[src/logic/alm_regs.vh]
// Constants for the auxiliary level monitor: register addresses, fields,
// reset values and timing counts.
// Assumes a 200 MHz core clock and the serial control port of the device.
`ifndef ALM_REGS_VH
`define ALM_REGS_VH

// Register addresses on the serial control port
`define ALM_ADDR_CFG_A 8'hB2
`define ALM_ADDR_CFG_B 8'hB3
`define ALM_ADDR_RESULT 8'hB4
`define ALM_ADDR_CFG_C 8'hC0
`define ALM_ADDR_GEN_RESET 8'h01

// Reset values
`define ALM_CFG_A_RST 16'hFF00
`define ALM_CFG_B_RST 16'h0000
`define ALM_CFG_C_RST 16'h0001
`define ALM_RESULT_RST 8'h00

// Threshold word: high threshold upper byte, low threshold lower byte
`define ALM_THR_HI_MSB 15
`define ALM_THR_HI_LSB 8
`define ALM_THR_LO_MSB 7
`define ALM_THR_LO_LSB 0

// Option word fields
`define ALM_SEL_MSB 1
`define ALM_SEL_LSB 0
`define ALM_IRQ_HI_EN_BIT 2
`define ALM_IRQ_LO_EN_BIT 3
`define ALM_AUTO_RX_BIT 4
`define ALM_IVL_MSB 15
`define ALM_IVL_LSB 8

// Power-down control fields
`define ALM_PWR_XTAL_BIT 0
`define ALM_PWR_BIAS_BIT 1
`define ALM_PWR_ADC_BIT 2

// Input source codes
`define ALM_SRC_MONITOR 2'h0
`define ALM_SRC_FIRST_MICROPHONE_INPUT 2'h1
`define ALM_SRC_INPUT2 2'h2
`define ALM_SRC_DISCRIMINATOR_INPUT 2'h3

// Serial frame lengths in bits
`define ALM_ADDR_BITS 5'h08
`define ALM_WR_BITS 5'h18
`define ALM_RD_BITS 5'h10

// Timing
`define ALM_CLK_PERIOD_NS 5
`define ALM_IVL_UNIT_US_X10 208
// One interval unit of 20.8 us in 5 ns core clocks
`define ALM_IVL_UNIT_CYC 24'h001040
`define ALM_SAR_SETTLE_CYC 3'h4

`endif

[src/logic/alm_sar.v]
// Successive approximation sequencer for the 8-bit monitor converter.
// Assumes an external comparator whose synchronised answer is high when
// the input is at or above the trial code, valid SETTLE cycles after it.
`timescale 1ns/100ps
`default_nettype none
`include "alm_regs.vh"

module alm_sar (
    // Clock and reset
    input wire core_clk_i,
    input wire nrst_i,
    // Control
    input wire start_i,
    input wire abort_i,
    input wire cmp_i,
    // Status and data
    output reg busy_o,
    output reg done_o,
    output reg [7:0] result_o,
    output reg [7:0] trial_o
);
    reg [7:0] bit_q;
    reg [2:0] wait_q;

    always @(posedge core_clk_i or negedge nrst_i) begin
        if (!nrst_i) begin
            busy_o <= 1'b0;
            done_o <= 1'b0;
            result_o <= `ALM_RESULT_RST;
            trial_o <= 8'h00;
            bit_q <= 8'h00;
            wait_q <= 3'h0;
        end else begin
            done_o <= 1'b0;
            if (abort_i) begin
                // Power removed: drop the trial, keep the last result
                busy_o <= 1'b0;
                trial_o <= 8'h00;
                bit_q <= 8'h00;
                wait_q <= 3'h0;
            end else if (!busy_o) begin
                if (start_i) begin
                    busy_o <= 1'b1;
                    bit_q <= 8'h80;
                    trial_o <= 8'h80;
                    wait_q <= `ALM_SAR_SETTLE_CYC;
                end
            end else if (wait_q != 3'h0) begin
                wait_q <= wait_q - 3'h1;
            end else begin
                // Keep or drop the trial bit, then try the next one
                if (bit_q == 8'h01) begin
                    busy_o <= 1'b0;
                    done_o <= 1'b1;
                    result_o <= cmp_i ? trial_o : (trial_o & ~bit_q);
                end else begin
                    trial_o <= (cmp_i ? trial_o : (trial_o & ~bit_q))
                        | (bit_q >> 1);
                    bit_q <= bit_q >> 1;
                    wait_q <= `ALM_SAR_SETTLE_CYC;
                end
            end
        end
    end
endmodule
`default_nettype wire

[src/logic/alm_top.v]
// Auxiliary signal level monitor with its serial control port slave.
// Assumes host drives the serial clock at under 1/8 of the core clock and
// an external 8-bit DAC plus comparator around the selected input.
`timescale 1ns/100ps
`default_nettype none
`include "alm_regs.vh"

module alm_top #(
    parameter [23:0] IVL_UNIT_CYC = `ALM_IVL_UNIT_CYC
) (
    // Clock and reset
    input wire core_clk_i,
    input wire nrst_i,
    // Serial control port
    input wire ser_csn_i,
    input wire ser_sclk_i,
    input wire ser_cdata_i,
    output reg ser_rdata_o,
    output reg ser_rdata_oe_o,
    output reg irq_n_o,
    // Converter analogue side
    input wire adc_cmp_i,
    output reg [1:0] mon_sel_o,
    output reg [7:0] dac_code_o,
    output reg adc_pwr_o,
    // Wake-up requests
    output reg rx_wake_o,
    output reg mon_wake_o
);
    // Pin synchronisers
    reg csn_s1_q, csn_s2_q, sclk_s1_q, sclk_s2_q, sclk_s3_q;
    reg cdat_s1_q, cdat_s2_q, cmp_s1_q, cmp_s2_q;
    // Serial slave state
    reg [4:0] bitcnt_q;
    reg [23:0] shin_q;
    reg [7:0] shout_q;
    reg rd_q;
    // Registers
    reg [15:0] cfg_a_q, cfg_b_q, cfg_c_q;
    reg [7:0] result_q;
    // Interval timer
    reg [23:0] unit_q;
    reg [7:0] mult_q;
    reg start_q;

    wire sclk_rise = sclk_s2_q & ~sclk_s3_q;
    wire sclk_fall = ~sclk_s2_q & sclk_s3_q;
    wire [23:0] shin_d = {shin_q[22:0], cdat_s2_q};
    wire [4:0] bitcnt_d = bitcnt_q + 5'h01;
    wire [7:0] thr_hi = cfg_a_q[`ALM_THR_HI_MSB:`ALM_THR_HI_LSB];
    wire [7:0] thr_lo = cfg_a_q[`ALM_THR_LO_MSB:`ALM_THR_LO_LSB];
    wire run = cfg_c_q[`ALM_PWR_ADC_BIT] & cfg_c_q[`ALM_PWR_BIAS_BIT]
        & cfg_c_q[`ALM_PWR_XTAL_BIT];
    wire sar_busy, sar_done;
    wire [7:0] sar_result, sar_trial;
    wire gen_reset = sclk_rise && !csn_s2_q && bitcnt_d == `ALM_ADDR_BITS
        && shin_d[7:0] == `ALM_ADDR_GEN_RESET;
    wire res_read = sclk_rise && !csn_s2_q && bitcnt_d == `ALM_ADDR_BITS
        && shin_d[7:0] == `ALM_ADDR_RESULT;
    wire over_hi = sar_done && sar_result > thr_hi;
    wire under_lo = sar_done && sar_result < thr_lo;

    always @(posedge core_clk_i or negedge nrst_i) begin
        if (!nrst_i) begin
            csn_s1_q <= 1'b1;
            csn_s2_q <= 1'b1;
            sclk_s1_q <= 1'b0;
            sclk_s2_q <= 1'b0;
            sclk_s3_q <= 1'b0;
            cdat_s1_q <= 1'b0;
            cdat_s2_q <= 1'b0;
            cmp_s1_q <= 1'b0;
            cmp_s2_q <= 1'b0;
        end else begin
            csn_s1_q <= ser_csn_i;
            csn_s2_q <= csn_s1_q;
            sclk_s1_q <= ser_sclk_i;
            sclk_s2_q <= sclk_s1_q;
            sclk_s3_q <= sclk_s2_q;
            cdat_s1_q <= ser_cdata_i;
            cdat_s2_q <= cdat_s1_q;
            cmp_s1_q <= adc_cmp_i;
            cmp_s2_q <= cmp_s1_q;
        end
    end

    // Serial slave and register file
    always @(posedge core_clk_i or negedge nrst_i) begin
        if (!nrst_i) begin
            bitcnt_q <= 5'h00;
            shin_q <= 24'h000000;
            shout_q <= 8'h00;
            rd_q <= 1'b0;
            ser_rdata_o <= 1'b0;
            ser_rdata_oe_o <= 1'b0;
            cfg_a_q <= `ALM_CFG_A_RST;
            cfg_b_q <= `ALM_CFG_B_RST;
            cfg_c_q <= `ALM_CFG_C_RST;
        end else if (csn_s2_q) begin
            bitcnt_q <= 5'h00;
            rd_q <= 1'b0;
            ser_rdata_oe_o <= 1'b0;
        end else if (gen_reset) begin
            bitcnt_q <= bitcnt_d;
            cfg_a_q <= `ALM_CFG_A_RST;
            cfg_b_q <= `ALM_CFG_B_RST;
            cfg_c_q <= `ALM_CFG_C_RST;
        end else if (sclk_rise) begin
            shin_q <= shin_d;
            if (bitcnt_q != `ALM_WR_BITS) begin
                bitcnt_q <= bitcnt_d;
            end
            if (res_read) begin
                rd_q <= 1'b1;
                shout_q <= {result_q[6:0], 1'b0};
                ser_rdata_o <= result_q[7];
                ser_rdata_oe_o <= 1'b1;
            end else if (bitcnt_d == `ALM_RD_BITS && rd_q) begin
                ser_rdata_oe_o <= 1'b0;
            end else if (bitcnt_d == `ALM_WR_BITS && !rd_q) begin
                case (shin_d[23:16])
                    `ALM_ADDR_CFG_A: begin
                        cfg_a_q <= shin_d[15:0];
                    end
                    `ALM_ADDR_CFG_B: begin
                        cfg_b_q <= shin_d[15:0];
                    end
                    `ALM_ADDR_CFG_C: begin
                        cfg_c_q <= shin_d[15:0];
                    end
                    default: begin
                    end
                endcase
            end
        end else if (sclk_fall && rd_q && ser_rdata_oe_o
                     && bitcnt_q != `ALM_ADDR_BITS) begin
            ser_rdata_o <= shout_q[7];
            shout_q <= {shout_q[6:0], 1'b0};
        end
    end

    // Interval timer, conversions and threshold events
    always @(posedge core_clk_i or negedge nrst_i) begin
        if (!nrst_i) begin
            unit_q <= 24'h000000;
            mult_q <= 8'h00;
            start_q <= 1'b0;
            result_q <= `ALM_RESULT_RST;
            irq_n_o <= 1'b1;
            rx_wake_o <= 1'b0;
            mon_wake_o <= 1'b0;
            mon_sel_o <= `ALM_SRC_MONITOR;
            dac_code_o <= 8'h00;
            adc_pwr_o <= 1'b0;
        end else begin
            mon_sel_o <= cfg_b_q[`ALM_SEL_MSB:`ALM_SEL_LSB];
            dac_code_o <= sar_trial;
            adc_pwr_o <= run;
            start_q <= 1'b0;
            if (!run || gen_reset) begin
                unit_q <= 24'h000000;
                mult_q <= 8'h00;
            end else if (unit_q != IVL_UNIT_CYC - 24'h000001) begin
                unit_q <= unit_q + 24'h000001;
            end else begin
                unit_q <= 24'h000000;
                if (mult_q != cfg_b_q[`ALM_IVL_MSB:`ALM_IVL_LSB]) begin
                    mult_q <= mult_q + 8'h01;
                end else begin
                    mult_q <= 8'h00;
                    start_q <= ~sar_busy;
                end
            end
            if (sar_done) begin
                result_q <= sar_result;
            end
            // Event set wins over a read of the result
            if ((over_hi && cfg_b_q[`ALM_IRQ_HI_EN_BIT])
                || (under_lo && cfg_b_q[`ALM_IRQ_LO_EN_BIT])) begin
                irq_n_o <= 1'b0;
            end else if (res_read || gen_reset) begin
                irq_n_o <= 1'b1;
            end
            if (over_hi && cfg_b_q[`ALM_IRQ_HI_EN_BIT]) begin
                mon_wake_o <= 1'b1;
            end else if (gen_reset || !cfg_b_q[`ALM_IRQ_HI_EN_BIT]) begin
                mon_wake_o <= 1'b0;
            end
            if (over_hi && cfg_b_q[`ALM_AUTO_RX_BIT]
                && cfg_b_q[`ALM_SEL_MSB:`ALM_SEL_LSB]
                == `ALM_SRC_DISCRIMINATOR_INPUT) begin
                rx_wake_o <= 1'b1;
            end else if (gen_reset || !cfg_b_q[`ALM_AUTO_RX_BIT]) begin
                rx_wake_o <= 1'b0;
            end
        end
    end

    alm_sar u_sar (
        .core_clk_i(core_clk_i),
        .nrst_i(nrst_i),
        .start_i(start_q),
        .abort_i(~run),
        .cmp_i(cmp_s2_q),
        .busy_o(sar_busy),
        .done_o(sar_done),
        .result_o(sar_result),
        .trial_o(sar_trial)
    );
endmodule
`default_nettype wire

[config.mk]
export PLATFORM = sky130hd
export DESIGN_NAME = alm_top
export DESIGN_NICKNAME = d
export VERILOG_FILES = /design/src/logic/alm_sar.v /design/src/logic/alm_top.v
export VERILOG_INCLUDE_DIRS = /design/src /design/src/logic
export SDC_FILE = /design/constraint.sdc
export NUM_CORES = 1
export LEC_CHECK = 0
export ABC_AREA = 0
export BUFFER_PORTS_ARGS = -buffer_cell sky130_fd_sc_hd__clkbuf_2
export CAP_MARGIN = 20
export CORE_MARGIN = 2
export CORE_UTILIZATION = 55
export CTS_CLUSTER_SIZE = 25
export DETAILED_ROUTE_END_ITERATION = 6
export PLACE_DENSITY = 0.82
export SLEW_MARGIN = 20
export SYNTH_ARGS = -nofsm -noshare
export SYNTH_HDL_FRONTEND = slang
export SYNTH_SLANG_ARGS = --single-unit
[constraint.sdc]
create_clock -name core_clk_i -period 6.9 [get_ports core_clk_i]
set_input_delay 1.38 -clock core_clk_i [delete_from_list [all_inputs] [get_ports core_clk_i]]
set_output_delay 1.38 -clock core_clk_i [all_outputs]
set_load 0.02 [all_outputs]
==> results of run 1 <==
[kinds of logic (layout without fill, tap and decap cells)]
logic type | Yosys count | in the layout
flops | 163 | 163
compound gates | 124 | 124
buf+inv | 66 | 97
simple gates | 243 | 243
fa+ha+maj | 21 | 21
xor+xnor | 38 | 38
mux | 35 | 35
[how the worst max path moves through the flow]
stage	slack (ns)	start	end
2_1_floorplan	4.50	csn_s2_q	shin_q[10]
3_3_place_gp	3.90	bitcnt_q[1]	shin_q[8]
3_5_place_dp	3.79	bitcnt_q[1]	shin_q[21]
4_1_cts	3.75	bitcnt_q[1]	shin_q[21]
5_1_grt	3.52	bitcnt_q[1]	shin_q[21]
6_report	3.74	bitcnt_q[1]	shin_q[21]
[state kept, by name, indices dropped and copies added (netlist names), 13 cells and up]
signal and flops:
cfg_a_q 16, cfg_b_q 13, shin_q 23, unit_q 24
[cells in the final DEF, fill, tap and decap left out, drive strengths merged, types with 2 or more instances in the layout]
| cell | count |
|---|---|
| nor4 | 7 |
| nor3b | 3 |
| nand2 | 82 |
| a21oi | 24 |
| o211ai | 2 |
| clkbuf | 38 |
| nand2b | 4 |
| and2 | 5 |
| a31oi | 10 |
| buf | 5 |
| inv | 44 |
| o22ai | 3 |
| and3 | 7 |
| a31o | 2 |
| ha | 21 |
| nand3 | 16 |
| nor3 | 6 |
| o21a | 2 |
| nand4 | 12 |
| clkinv | 6 |
| dfrtp | 151 |
| mux2 | 34 |
| xor2 | 17 |
| o31ai | 6 |
| nor4b | 4 |
| dfstp | 12 |
| nor2 | 74 |
| nor2b | 10 |
| or4 | 3 |
| xnor2 | 21 |
| a22o | 14 |
| nand4b | 3 |
| o21ai | 52 |
| or3 | 3 |
| clkinvlp | 3 |
[per-stage QoR]
| stage | instances | setup slack (ns) | area [µm²] | power [mW] |
|---|---|---|---|---|
| 6_report | 897 | 3.738 | 8095 | 1.985 |
| 5_1_grt | 897 | 3.518 | 8095 | 2.043 |
| 4_1_cts | 897 | 3.753 | 8095 | 1.996 |
| 2_1_floorplan | 690 | 4.500 | 7283 | 1.054 |
| 3_5_place_dp | 865 | 3.789 | 7528 | 1.092 |
| 3_3_place_gp | 865 | 3.897 | 7528 | 1.087 |
[cell type report]
class	instances	area share
Sequential cell	163	0.5057
Inverter	40	0.01855
Timing Repair Buffer	25	0.01747
Multi-Input combinational cell	461	0.3611
Clock buffer	18	0.05425
Clock inverter	14	0.01577
Tap cell	176	0.02720
[routing by layer]
metal	vias to the layer above	track usage
li1	2409	-
met3	28	0.05316
met4	0	0.08780
met1	2638	0.2899
met2	159	0.3836
met5	-	0
[power groups by stage]
stage	Clock (mW)	Sequential [mW]	Combinational (mW)
floorplan	0	1.02	0.0355
global placement	0	1.03	0.0598
detailed placement	0	1.03	0.0614
CTS	0.918	1.01	0.0629
global route	0.952	1.02	0.0714
finish	0.906	1.02	0.0618
==> summary.txt, run 1 <==
Pwr
  – Worst VDD drop: ~0.16 mV
  – Seq pwr share: 0.512
  – Internal: between 1.5 and 2 mW
  – Psw: approximately 470 µW
  – Leak: 3.558 nW
  – Combinational share of power: 0.031
  – Sw Share: 0.2372
  – Power share of the clock group: 0.456
  – Power per cell area: between 200 and 250 nW/µm²

Logic synthesis
  – Yosys warnings: 0
  – Mux contribution to synthesized area: 0.05394
  – Main synth FF type: dfrtp_1
  – Top cell type's share of synthesized area: 0.5188
  – Post-synthesis compound-gate area fraction: 0.1063
  – Simple logic cell fraction of the synthesized area: 0.1593
  – Cells after Synth: 690
  – Synth top cells by count: dfrtp_1 (151), nand2_1 (81), nor2_1 (74)
  – Syn_nets: 717
  – Area leader, netlist: dfrtp_1
  – Synthesized area: 7283 µm²
  – Largest family of logic cells by synthesized area: simple AND/OR/NAND/NOR gates
  – Post-synth EDFFs: 0
  – Syn_area_per_cell: 10.56 µm²
  – Sequential-to-total area share from yosys stat: 0.5621
  – Most common cell in the netlist: dfrtp_1
  – #FFs+latches synth: 163
  – Synth area leaders: dfrtp_1 (52%), mux2_2 (5.3%), dfstp_2 (4.3%)
  – Post-synth ARST share: 1.000
  – Synth Area in Adders: 0.03608
  – Post-synthesis xor/xnor area fraction: 0.04570
  – Count of cell types in the netlist: 52

Die
  – Standard-cell row count: 42
  – I/O pin count: 22
  – Core box area: 13090 µm²
  – Initial Utilization: 0.5566
  – Die height: 119.1 µm
  – Die ar.: 14180 µm²
  – Die W: 119.1 µm

Critical path
  – Critical-path cell list: ha_1 > nor4b_1 > nand2_2 > or4_1 > nand2_1 > mux2_2
  – CP arrival: 3.47 ns
  – Req. time, crit path: 7.21 ns
  – Reg-to-reg startpoint: bitcnt_q[1]
  – CP Depth: 6
  – Crit path capture type: register
  – CP peak stage delay: 0.82 ns
  – Crit-path slowest cell: or4_1
  – Reg2Reg Setup Slack: between 3 and 4 ns
  – WS Path Type: reg2reg
  – Cell depth of the worst flop-to-flop path: 6
  – Largest delay share family, worst path: simple AND/OR/NAND/NOR gates
  – Worst R2R End: shin_q[21]
  – Worst Path Buf+Inv: 0
  – CP max FO: 21
  – Crit start category: register

Route
  – DR WL met3: 723 µm
  – M1 WL: 6.461 mm
  – Vias per cell: around 5.8
  – DR WL/cell: roughly 17 µm
  – Met2 WL: between 7 and 8 mm
  – Max layer used: met4
  – Pre-antenna DRT Iters: 6
  – Final wirelength: 15.26 mm
  – Via count: 5234
  – ANT nets after route: 0
  – Residual DRC: 0
  – Drt initial violations: ~320

STA
  – Post-route clock period utilization: 0.4583
  – Setup TNS: 0 ns
  – Fin Hold WS: between 0.3 and 0.4 ns
  – FMAX: 0.3162 GHz
  – Min Tclk post-route: 3.162 ns
  – Final Skew: 0.009208 ns
  – Tightest Pin Transition: 1.059 ns
  – Worst rel slew slack: 0.2922
  – Final setup vio count: 0
  – Fin. max-slew vios: 0
  – Fin. Hold Viols: 0
  – RSZ-0062 raised after global routing: no

Finish
  – Share of cells above drive strength 1: 0.1553
  – Multi-input gate area: 2923 µm²
  – FF+latch area: 4094 µm²
  – Core Util, Final: 0.6187
  – Synth-to-Final Area Change: 11.15%
  – Post-layout net count: 735
  – # diodes: 0
  – FILL cells: about 1000

Global routing
  – First-pass GRT wire length: roughly 25 mm
  – GRT Util Overall: 0.2289
  – Vias in the first global route: 5187
  – GRT overflow: 0
  – Largest net degree at the start of global routing: 96
  – Initial antenna violation count: 0

Clock tree
  – Maximum clock insertion buffer count: 2
  – Post-CTS sizing: 0
  – Hold Buf Count CTS: 0
  – Clock Latency Late Sink: around 0.43 ns
  – CTS tree: done
  – CTS clk-pin slew, worst paths: 0.06 ns
  – CTS buffer count: 17
  – Root Driver: clkbuf_16
  – Htree depth: 4
  – Clock Sink Count: 163
  – Post-CTS Setup Bufs: 0

Status
  – Status: finished clean

Run
  – Max_cap viols: 0

Placed design
  – Final GP Congestion: 0.8384
  – DP HPWL: about 10 mm
  – Port buffer count: 21

Min path
  – Hold Crit Class: reg2reg
  – Worst Hold Launch: sclk_s1_q
  – Hold EP: sclk_s2_q
  – Hold path cells: 0
No activity file was read; power rests on OpenSTA's default activity.
==> inputs of run 2 (changes only) <==
- ABC_AREA: 0 -> 1
- PLACE_DENSITY: 0.82 -> 0.85
- clock period: 6.9 -> 2.8 ns (I/O delays scaled with it)
==> run 2 against run 1 <==
Net effect: via count rose by 17%; sequential power rose by 140%; non-clock buffer count rose by 4; sequential cell count did not move; area after synthesis rose by 6.0%; first-iteration DRC count rose by 63%; global-route usage rose by 0.90 points; core utilization rose by 0.94 points; hold slack got worse by 0.23 ns; critical path type unchanged; setup slack got worse by 3.2 ns.
==> summary.txt, run 2 <==
Status
  – Status: finished clean

Global routing
  – First-pass GRT wire length: 27.99 mm (+9.8%)
  – GRT overflow: 0 (unchanged)
  – Vias in the first global route: 5987 (+15%)
  – Largest net degree at the start of global routing: 62 (-35%)
  – Initial antenna violation count: 0 (unchanged)
  – GRT Util Overall: 0.2379 (+0.008964)

Critical path
  – CP arrival: 2.62 ns (-0.85 ns)
  – Req. time, crit path: 3.11 ns (-4.10 ns)
  – CP max FO: 22 (+4.8%)
  – WS Path Type: reg2reg
  – Crit path capture type: register
  – Crit start category: register

Logic synthesis
  – Top cell type's share of synthesized area: 0.4893 (-0.02950)
  – Most common cell in the netlist: nand2_1
  – Syn_nets: 935 (+30%)
  – Synth area leaders: dfrtp_1 (49%), nand2_1 (12%), o21ai_0 (5.6%)
  – Main synth FF type: dfrtp_1
  – Cells after Synth: 908 (+32%)
  – Sequential-to-total area share from yosys stat: 0.5301 (-0.03197)
  – Yosys warnings: 0 (unchanged)
  – Post-synth EDFFs: 0 (unchanged)
  – Syn_area_per_cell: 8.505 µm² (-19%)
  – Count of cell types in the netlist: 36 (-31%)
  – Post-synth ARST share: 1.000 (unchanged)
  – Synthesized area: 7722 µm² (+6.0%)
  – Synth top cells by count: nand2_1 (238), dfrtp_1 (151), inv_1 (97)
  – Area leader, netlist: dfrtp_1
  – #FFs+latches synth: 163 (unchanged)

Route
  – Residual DRC: 0 (unchanged)
  – Final wirelength: 16.48 mm (+8.0%)
  – Max layer used: met4
  – M1 WL: 7.028 mm (+8.8%)
  – Via count: 6106 (+17%)
  – Drt initial violations: 515 (+63%)
  – Met2 WL: 8.232 mm (+6.4%)
  – Pre-antenna DRT Iters: 5 (-1)
  – Vias per cell: 5.423 (-7.1%)
  – ANT nets after route: 0 (unchanged)
  – DR WL met3: 862 µm (+19%)
  – DR WL/cell: 14.64 µm (-14%)

STA
  – RSZ-0062 raised after global routing: no
  – Worst rel slew slack: 0.5712 (+0.2790)
  – Tightest Pin Transition: 0.6408 ns (-0.4187 ns)
  – Fin. Hold Viols: 0 (unchanged)
  – Setup TNS: 0 ns (unchanged)
  – Final Skew: 0.01035 ns (+0.001144 ns)
  – Fin. max-slew vios: 0 (unchanged)
  – FMAX: 0.4340 GHz (+37%)
  – Setup ws final: 0.4959 ns (-3.242 ns)
  – Fin Hold WS: 0.1204 ns (-0.2280 ns)
  – Post-route clock period utilization: 0.8229 (+0.3646)
  – Min Tclk post-route: 2.304 ns (-0.8579 ns)
  – Final setup vio count: 0 (unchanged)

Placed design
  – Dpl ws: 0.5676 ns (-3.222 ns)
  – Final GP Congestion: 0.9306 (+11%)
  – DP HPWL: 11.02 mm (+10%)
  – Cells after DPL: 1094 (+26%)
  – Port buffer count: 21 (unchanged)

Clock tree
  – Maximum clock insertion buffer count: 2 (unchanged)
  – Hold Buf Count CTS: 0 (unchanged)
  – Post-CTS Setup Bufs: 0 (unchanged)
  – Htree depth: 4 (unchanged)
  – CTS clk-pin slew, worst paths: 0.06 ns (about the same)
  – Root Driver: clkbuf_16
  – Clock Latency Late Sink: 0.43 ns (about the same)
  – Post-CTS sizing: 0 (unchanged)
  – CTS buffer count: 17 (unchanged)
  – CTS tree: done
  – Clock Sink Count: 163 (unchanged)

Finish
  – Top flop regs: unit_q: 24 flops, shin_q: 23 flops, cfg_a_q: 16 flops
  – Post-layout net count: 960 (+31%)
  – Most common cell after layout, fill and taps aside: nand2_1
  – Reg with most FFs: unit_q
  – Multi-input gate area: 3100 µm² (+6.1%)
  – # diodes: 0 (unchanged)
  – Max reg flops: 24 (unchanged)
  – Commonest non-fill, non-tap cells in the layout: nand2_1 (238), dfrtp_1 (151), inv_1 (97)
  – Finished Layout Cells: 1126 (+26%)
  – FF+latch area: 4094 µm² (unchanged)
  – FILL cells: 1143 (+15%)
  – Synth-to-Final Area Change: 12.02%
  – Share of cells above drive strength 1: 0.1004 (-0.05492)

Pwr
  – Sw Share: 0.2185 (-0.01867)
  – Power per cell area: 591.3 nW/µm² (+140%)
  – Psw: 1.118 mW (+140%)
  – Power share of the clock group: 0.494 (+0.038)
  – Leak: 4.081 nW (+15%)
  – Worst VDD drop: 0.4494 mV (+180%)
  – Internal: 3.998 mW (+160%)
  – Seq pwr share: 0.476 (-0.036)
  – Combinational share of power: 0.030 (about the same)

Die
  – Die height: 122.5 µm (+2.9%)
  – Standard-cell row count: 43 (+2.4%)
  – Initial Utilization: 0.5607 (+0.004076)
  – Die W: 122.5 µm (+2.9%)
  – Core box area: 13770 µm² (+5.3%)
  – Die ar.: 15010 µm² (+5.8%)
  – I/O pin count: 22 (unchanged)

Run
  – Max_cap viols: 0 (unchanged)

Min path
  – Hold Crit Class: in2async
==> run 2: layout make-up <==
class,count,share of cell area
Timing Repair Buffer,29,0.02271
Tap cell,180,0.02603
Sequential cell,163,0.4732
Clock buffer,21,0.05438
Clock inverter,11,0.02025
Multi-Input combinational cell,619,0.3584
Inverter,103,0.04498
==> run 2: final timing paths <==
kind	from	endpoint	slack (ns)	depth (start not counted)
hold reg to reg	cmp_s1_q	cmp_s2_q	0.35	0
hold / removal	nrst_i	cdat_s1_q	0.12	1
min in group core_clk_i	ser_csn_i	csn_s1_q	0.21	1
max in group asynchronous	nrst_i	cfg_a_q[13]	1.94	2
setup / recovery	sclk_s3_q	unit_q[5]	0.50	11
setup reg to reg	sclk_s3_q	unit_q[5]	0.50	11
==> run 2: cell families (layout without fill, tap and decap cells) <==
| group | after synthesis | in the layout | share of synthesized area |
|---|---|---|---|
| xor gates and xnor gates | 27 | 27 | 0.03062 |
| AOI/OAI and AO/OA | 117 | 117 | 0.08069 |
| adders and majority gates | 21 | 21 | 0.03402 |
| and+or+nand+nor | 454 | 454 | 0.2562 |
| buffers and inverters | 126 | 164 | 0.06837 |
| DFF | 163 | 163 | 0.5301 |
==> run 2: metrics by stage <==
stage	utilization	cell area, µm²	total power, mW
final	0.6281	8651	5.116
after floorplan	-	7722	2.536
after CTS	0.6281	8651	5.129
after global routing	0.6281	8651	5.264
after global placement	0.5812	8005	2.622
after detailed placement	0.5812	8005	2.629
==> run 2: power by group through the flow <==
stage | registers [mW] | clock network, mW | logic [mW]
2_1_floorplan | 2.46 | 0 | 0.0754
3_3_place_gp | 2.47 | 0 | 0.148
3_5_place_dp | 2.47 | 0 | 0.156
4_1_cts | 2.43 | 2.54 | 0.158
5_1_grt | 2.44 | 2.65 | 0.180
6_report | 2.44 | 2.52 | 0.156
==> run 2: routing by layer <==
metal | global-route usage | vias to the layer above
met5 | 0 | -
met4 | 0.09339 | 0
met3 | 0.05576 | 37
met2 | 0.3938 | 189
met1 | 0.3036 | 2887
li1 | - | 2993
==> run 2: critical path, cell delays in order, from the launching register on <==
cell and delay (ns):
dfrtp_1 0.36, inv_1 0.09, nand2_2 0.19, nor2_4 0.24, inv_2 0.10, nor2_2 0.19, nand3_4 0.29, buf_4 0.28
nand2_2 0.08, inv_2 0.12, nand2_1 0.17, nor2_1 0.07
==> inputs of run 3 (changes only) <==
- PLACE_DENSITY: 0.85 -> 0.82
- clock period: 2.8 -> 2.2 ns (I/O delays scaled with it)
==> run 3 against run 2 <==
Net effect: via count fell by 0.26%; clock-buffer cell count rose by 1; core utilization grew 0.93 points; sequential cell count is the same; clock power is 28% higher; power is 28% higher; first-iteration DRC count grew 19%; global-route usage is 0.38 points lower.
==> summary.txt, run 3 (synthesized netlist as in run 2, its figures left out) <==
Pwr
  – Psw: 1.374 mW (+23%)
  – Power share of the clock group: 0.493 (about the same)
  – Worst VDD drop: 0.5396 mV (+20%)
  – Seq pwr share: 0.473 (-0.003)
  – Power per cell area: 746.1 nW/µm² (+26%)
  – Combinational share of power: 0.034 (+0.004)
  – Sw Share: 0.2098 (-0.008725)
  – Leak: 4.153 nW (+1.8%)
  – Internal: 5.176 mW (+29%)

Critical path
  – Crit start category: register
  – Reg2Reg Setup Slack: 0.13 ns (-0.37 ns)
  – CP max FO: 10 (-55%)
  – CP arrival: 2.36 ns (-0.26 ns)
  – Worst R2R End: shin_q[15]
  – Crit path capture type: register
  – Cell depth of the worst flop-to-flop path: 10 (-1)
  – Req. time, crit path: 2.49 ns (-0.62 ns)
  – WS Path Type: reg2reg
  – Reg-to-reg startpoint: bitcnt_q[1]

Finish
  – Most common cell after layout, fill and taps aside: nand2_1
  – Post-layout net count: 974 (+1.5%)
  – Commonest non-fill, non-tap cells in the layout: nand2_1 (238), dfrtp_1 (149), inv_1 (97)
  – # diodes: 0 (unchanged)
  – Synth-to-Final Area Change: 13.67%
  – Share of cells above drive strength 1: 0.1146 (+0.01416)
  – FILL cells: 1131 (-1.0%)
  – Max reg flops: 24 (unchanged)
  – Top flop regs: unit_q: 24 flops, shin_q: 23 flops, cfg_a_q: 16 flops
  – Reg with most FFs: unit_q

Die
  – Die height: 122.5 µm (unchanged)
  – Initial Utilization: 0.5607 (unchanged)
  – Die ar.: 15010 µm² (unchanged)
  – Standard-cell row count: 43 (unchanged)
  – I/O pin count: 22 (unchanged)
  – Core box area: 13770 µm² (unchanged)
  – Die W: 122.5 µm (unchanged)

Min path
  – Hold Crit Class: in2reg
  – Hold path cells: 1
  – Hold EP: csn_s1_q
  – Worst Hold Launch: ser_csn_i

Route
  – Vias per cell: 5.342 (-1.5%)
  – Residual DRC: 0 (unchanged)
  – Pre-antenna DRT Iters: 5 (unchanged)
  – Drt initial violations: 614 (+19%)
  – Final wirelength: 16.32 mm (-0.99%)
  – ANT nets after route: 0 (unchanged)
  – DR WL/cell: 14.31 µm (-2.2%)
  – Via count: 6090 (-0.26%)

Global routing
  – Vias in the first global route: 5829 (-2.6%)
  – GRT Util Overall: 0.2341 (-0.003780)
  – Initial antenna violation count: 0 (unchanged)
  – GRT overflow: 0 (unchanged)
  – First-pass GRT wire length: 27.52 mm (-1.7%)
  – Largest net degree at the start of global routing: 55 (-11%)

Run
  – Max_cap viols: 0 (unchanged)

Clock tree
  – CTS clk-pin slew, worst paths: 0.06 ns (about the same)
  – Clock Latency Late Sink: 0.43 ns (about the same)
  – Clock Sink Count: 163 (unchanged)
  – Root Driver: clkbuf_16
  – Htree depth: 4 (unchanged)
  – CTS buffer count: 17 (unchanged)
  – Maximum clock insertion buffer count: 2 (unchanged)
  – CTS tree: done

Status
  – Status: finished clean

STA
  – Fin Hold WS: 0.08971 ns (-0.03067 ns)
  – Tightest Pin Transition: 0.5311 ns (-0.1097 ns)
  – Worst rel slew slack: 0.6459 (+0.07471)
  – Fin. max-slew vios: 0 (unchanged)
  – Final Skew: 0.005791 ns (-0.004561 ns)
  – FMAX: 0.4832 GHz (+11%)
  – Post-route clock period utilization: 0.9408 (+0.1179)
  – Setup TNS: 0 ns (unchanged)
  – Fin. Hold Viols: 0 (unchanged)
  – RSZ-0062 raised after global routing: no
  – Min Tclk post-route: 2.070 ns (-0.2344 ns)
  – Final setup vio count: 0 (unchanged)

Placed design
  – Port buffer count: 21 (unchanged)
  – Final GP Congestion: 0.9504 (+2.1%)
  – DP HPWL: 10.98 mm (-0.38%)
run 3: cell types whose count changed in the layout (fill, tap and decap cells not counted), moves of 2 or more:
cell / before / now
buf_4: 6 / 18
clkinvlp_4: 5 / 0
dfrtp_2: 0 / 2
dfrtp_1: 151 / 149
nand3_2: 1 / 3
clkinv_2: 0 / 4
clkbuf_1: 1 / 3
run 3: power groups by stage:
stage	Sequential [mW]	Clock (mW)	Combinational, mW
final	3.10	3.23	0.220
after global routing	3.10	3.41	0.249
after CTS	3.09	3.29	0.219
after detailed placement	3.15	0	0.212
after global placement	3.14	0	0.204
after floorplan	3.13	0	0.0960
run 3: repair_timing:
item | CTS | global route
hold buffers | 1 | 0
setup endpoints to repair | 0 | 83
gates resized for setup | 0 | 6
setup buffers | 0 | 3
endpoints found under the hold margin | 28 | 0
run 3: per-layer routing:
layer,GRT usage,routed length [µm]
met5,0,0
met3,0.05158,716
met2,0.3813,8069
met4,0.08477,272
met1,0.3097,7262
run 3: cell type report:
cell class | instances | area [µm²] | share of cell area
multi-input cells | 620 | 3128 | 0.3563
well taps | 180 | 225.2 | 0.02566
inverters | 103 | 389.1 | 0.04433
clock buffers | 22 | 464.2 | 0.05288
flip-flops and latches | 163 | 4096 | 0.4666
clock inverters | 10 | 178.9 | 0.02038
repair buffers | 42 | 296.5 | 0.03378
run 3: through the flow:
| step | instances | utilization | instance area, µm² | setup slack (ns) | power [mW] |
|---|---|---|---|---|---|
| after detailed placement | 1103 | 0.5861 | 8073 | 0.08260 | 3.359 |
| final | 1140 | 0.6374 | 8778 | 0.1303 | 6.550 |
| after global routing | 1140 | 0.6374 | 8778 | 0.002421 | 6.764 |
| after CTS | 1136 | 0.6335 | 8726 | 0.06788 | 6.601 |
| after floorplan | 908 | - | 7722 | 0.4655 | 3.228 |
| after global placement | 1103 | 0.5861 | 8073 | 0.1712 | 3.348 |
run 3: how the worst max path moves through the flow:
stage                     start           to  cells after the start
floorplan           bitcnt_q[0]  cfg_b_q[10]                     10
global placement    bitcnt_q[1]  bitcnt_q[0]                     11
global route        bitcnt_q[1]  bitcnt_q[0]                     11
finish              bitcnt_q[1]   shin_q[15]                     10
CTS                 bitcnt_q[1]  bitcnt_q[0]                     11
detailed placement  bitcnt_q[1]  bitcnt_q[3]                     11
run 3: worst max-delay path, stage by stage (launching register included):
cell	delay (ns)
dfrtp_2	0.41
ha_2	0.22
inv_1	0.04
nand2_1	0.07
nand3_1	0.13
nor2_4	0.25
nand3_4	0.20
buf_4	0.20
buf_4	0.16
nand2_1	0.15
o22ai_1	0.10
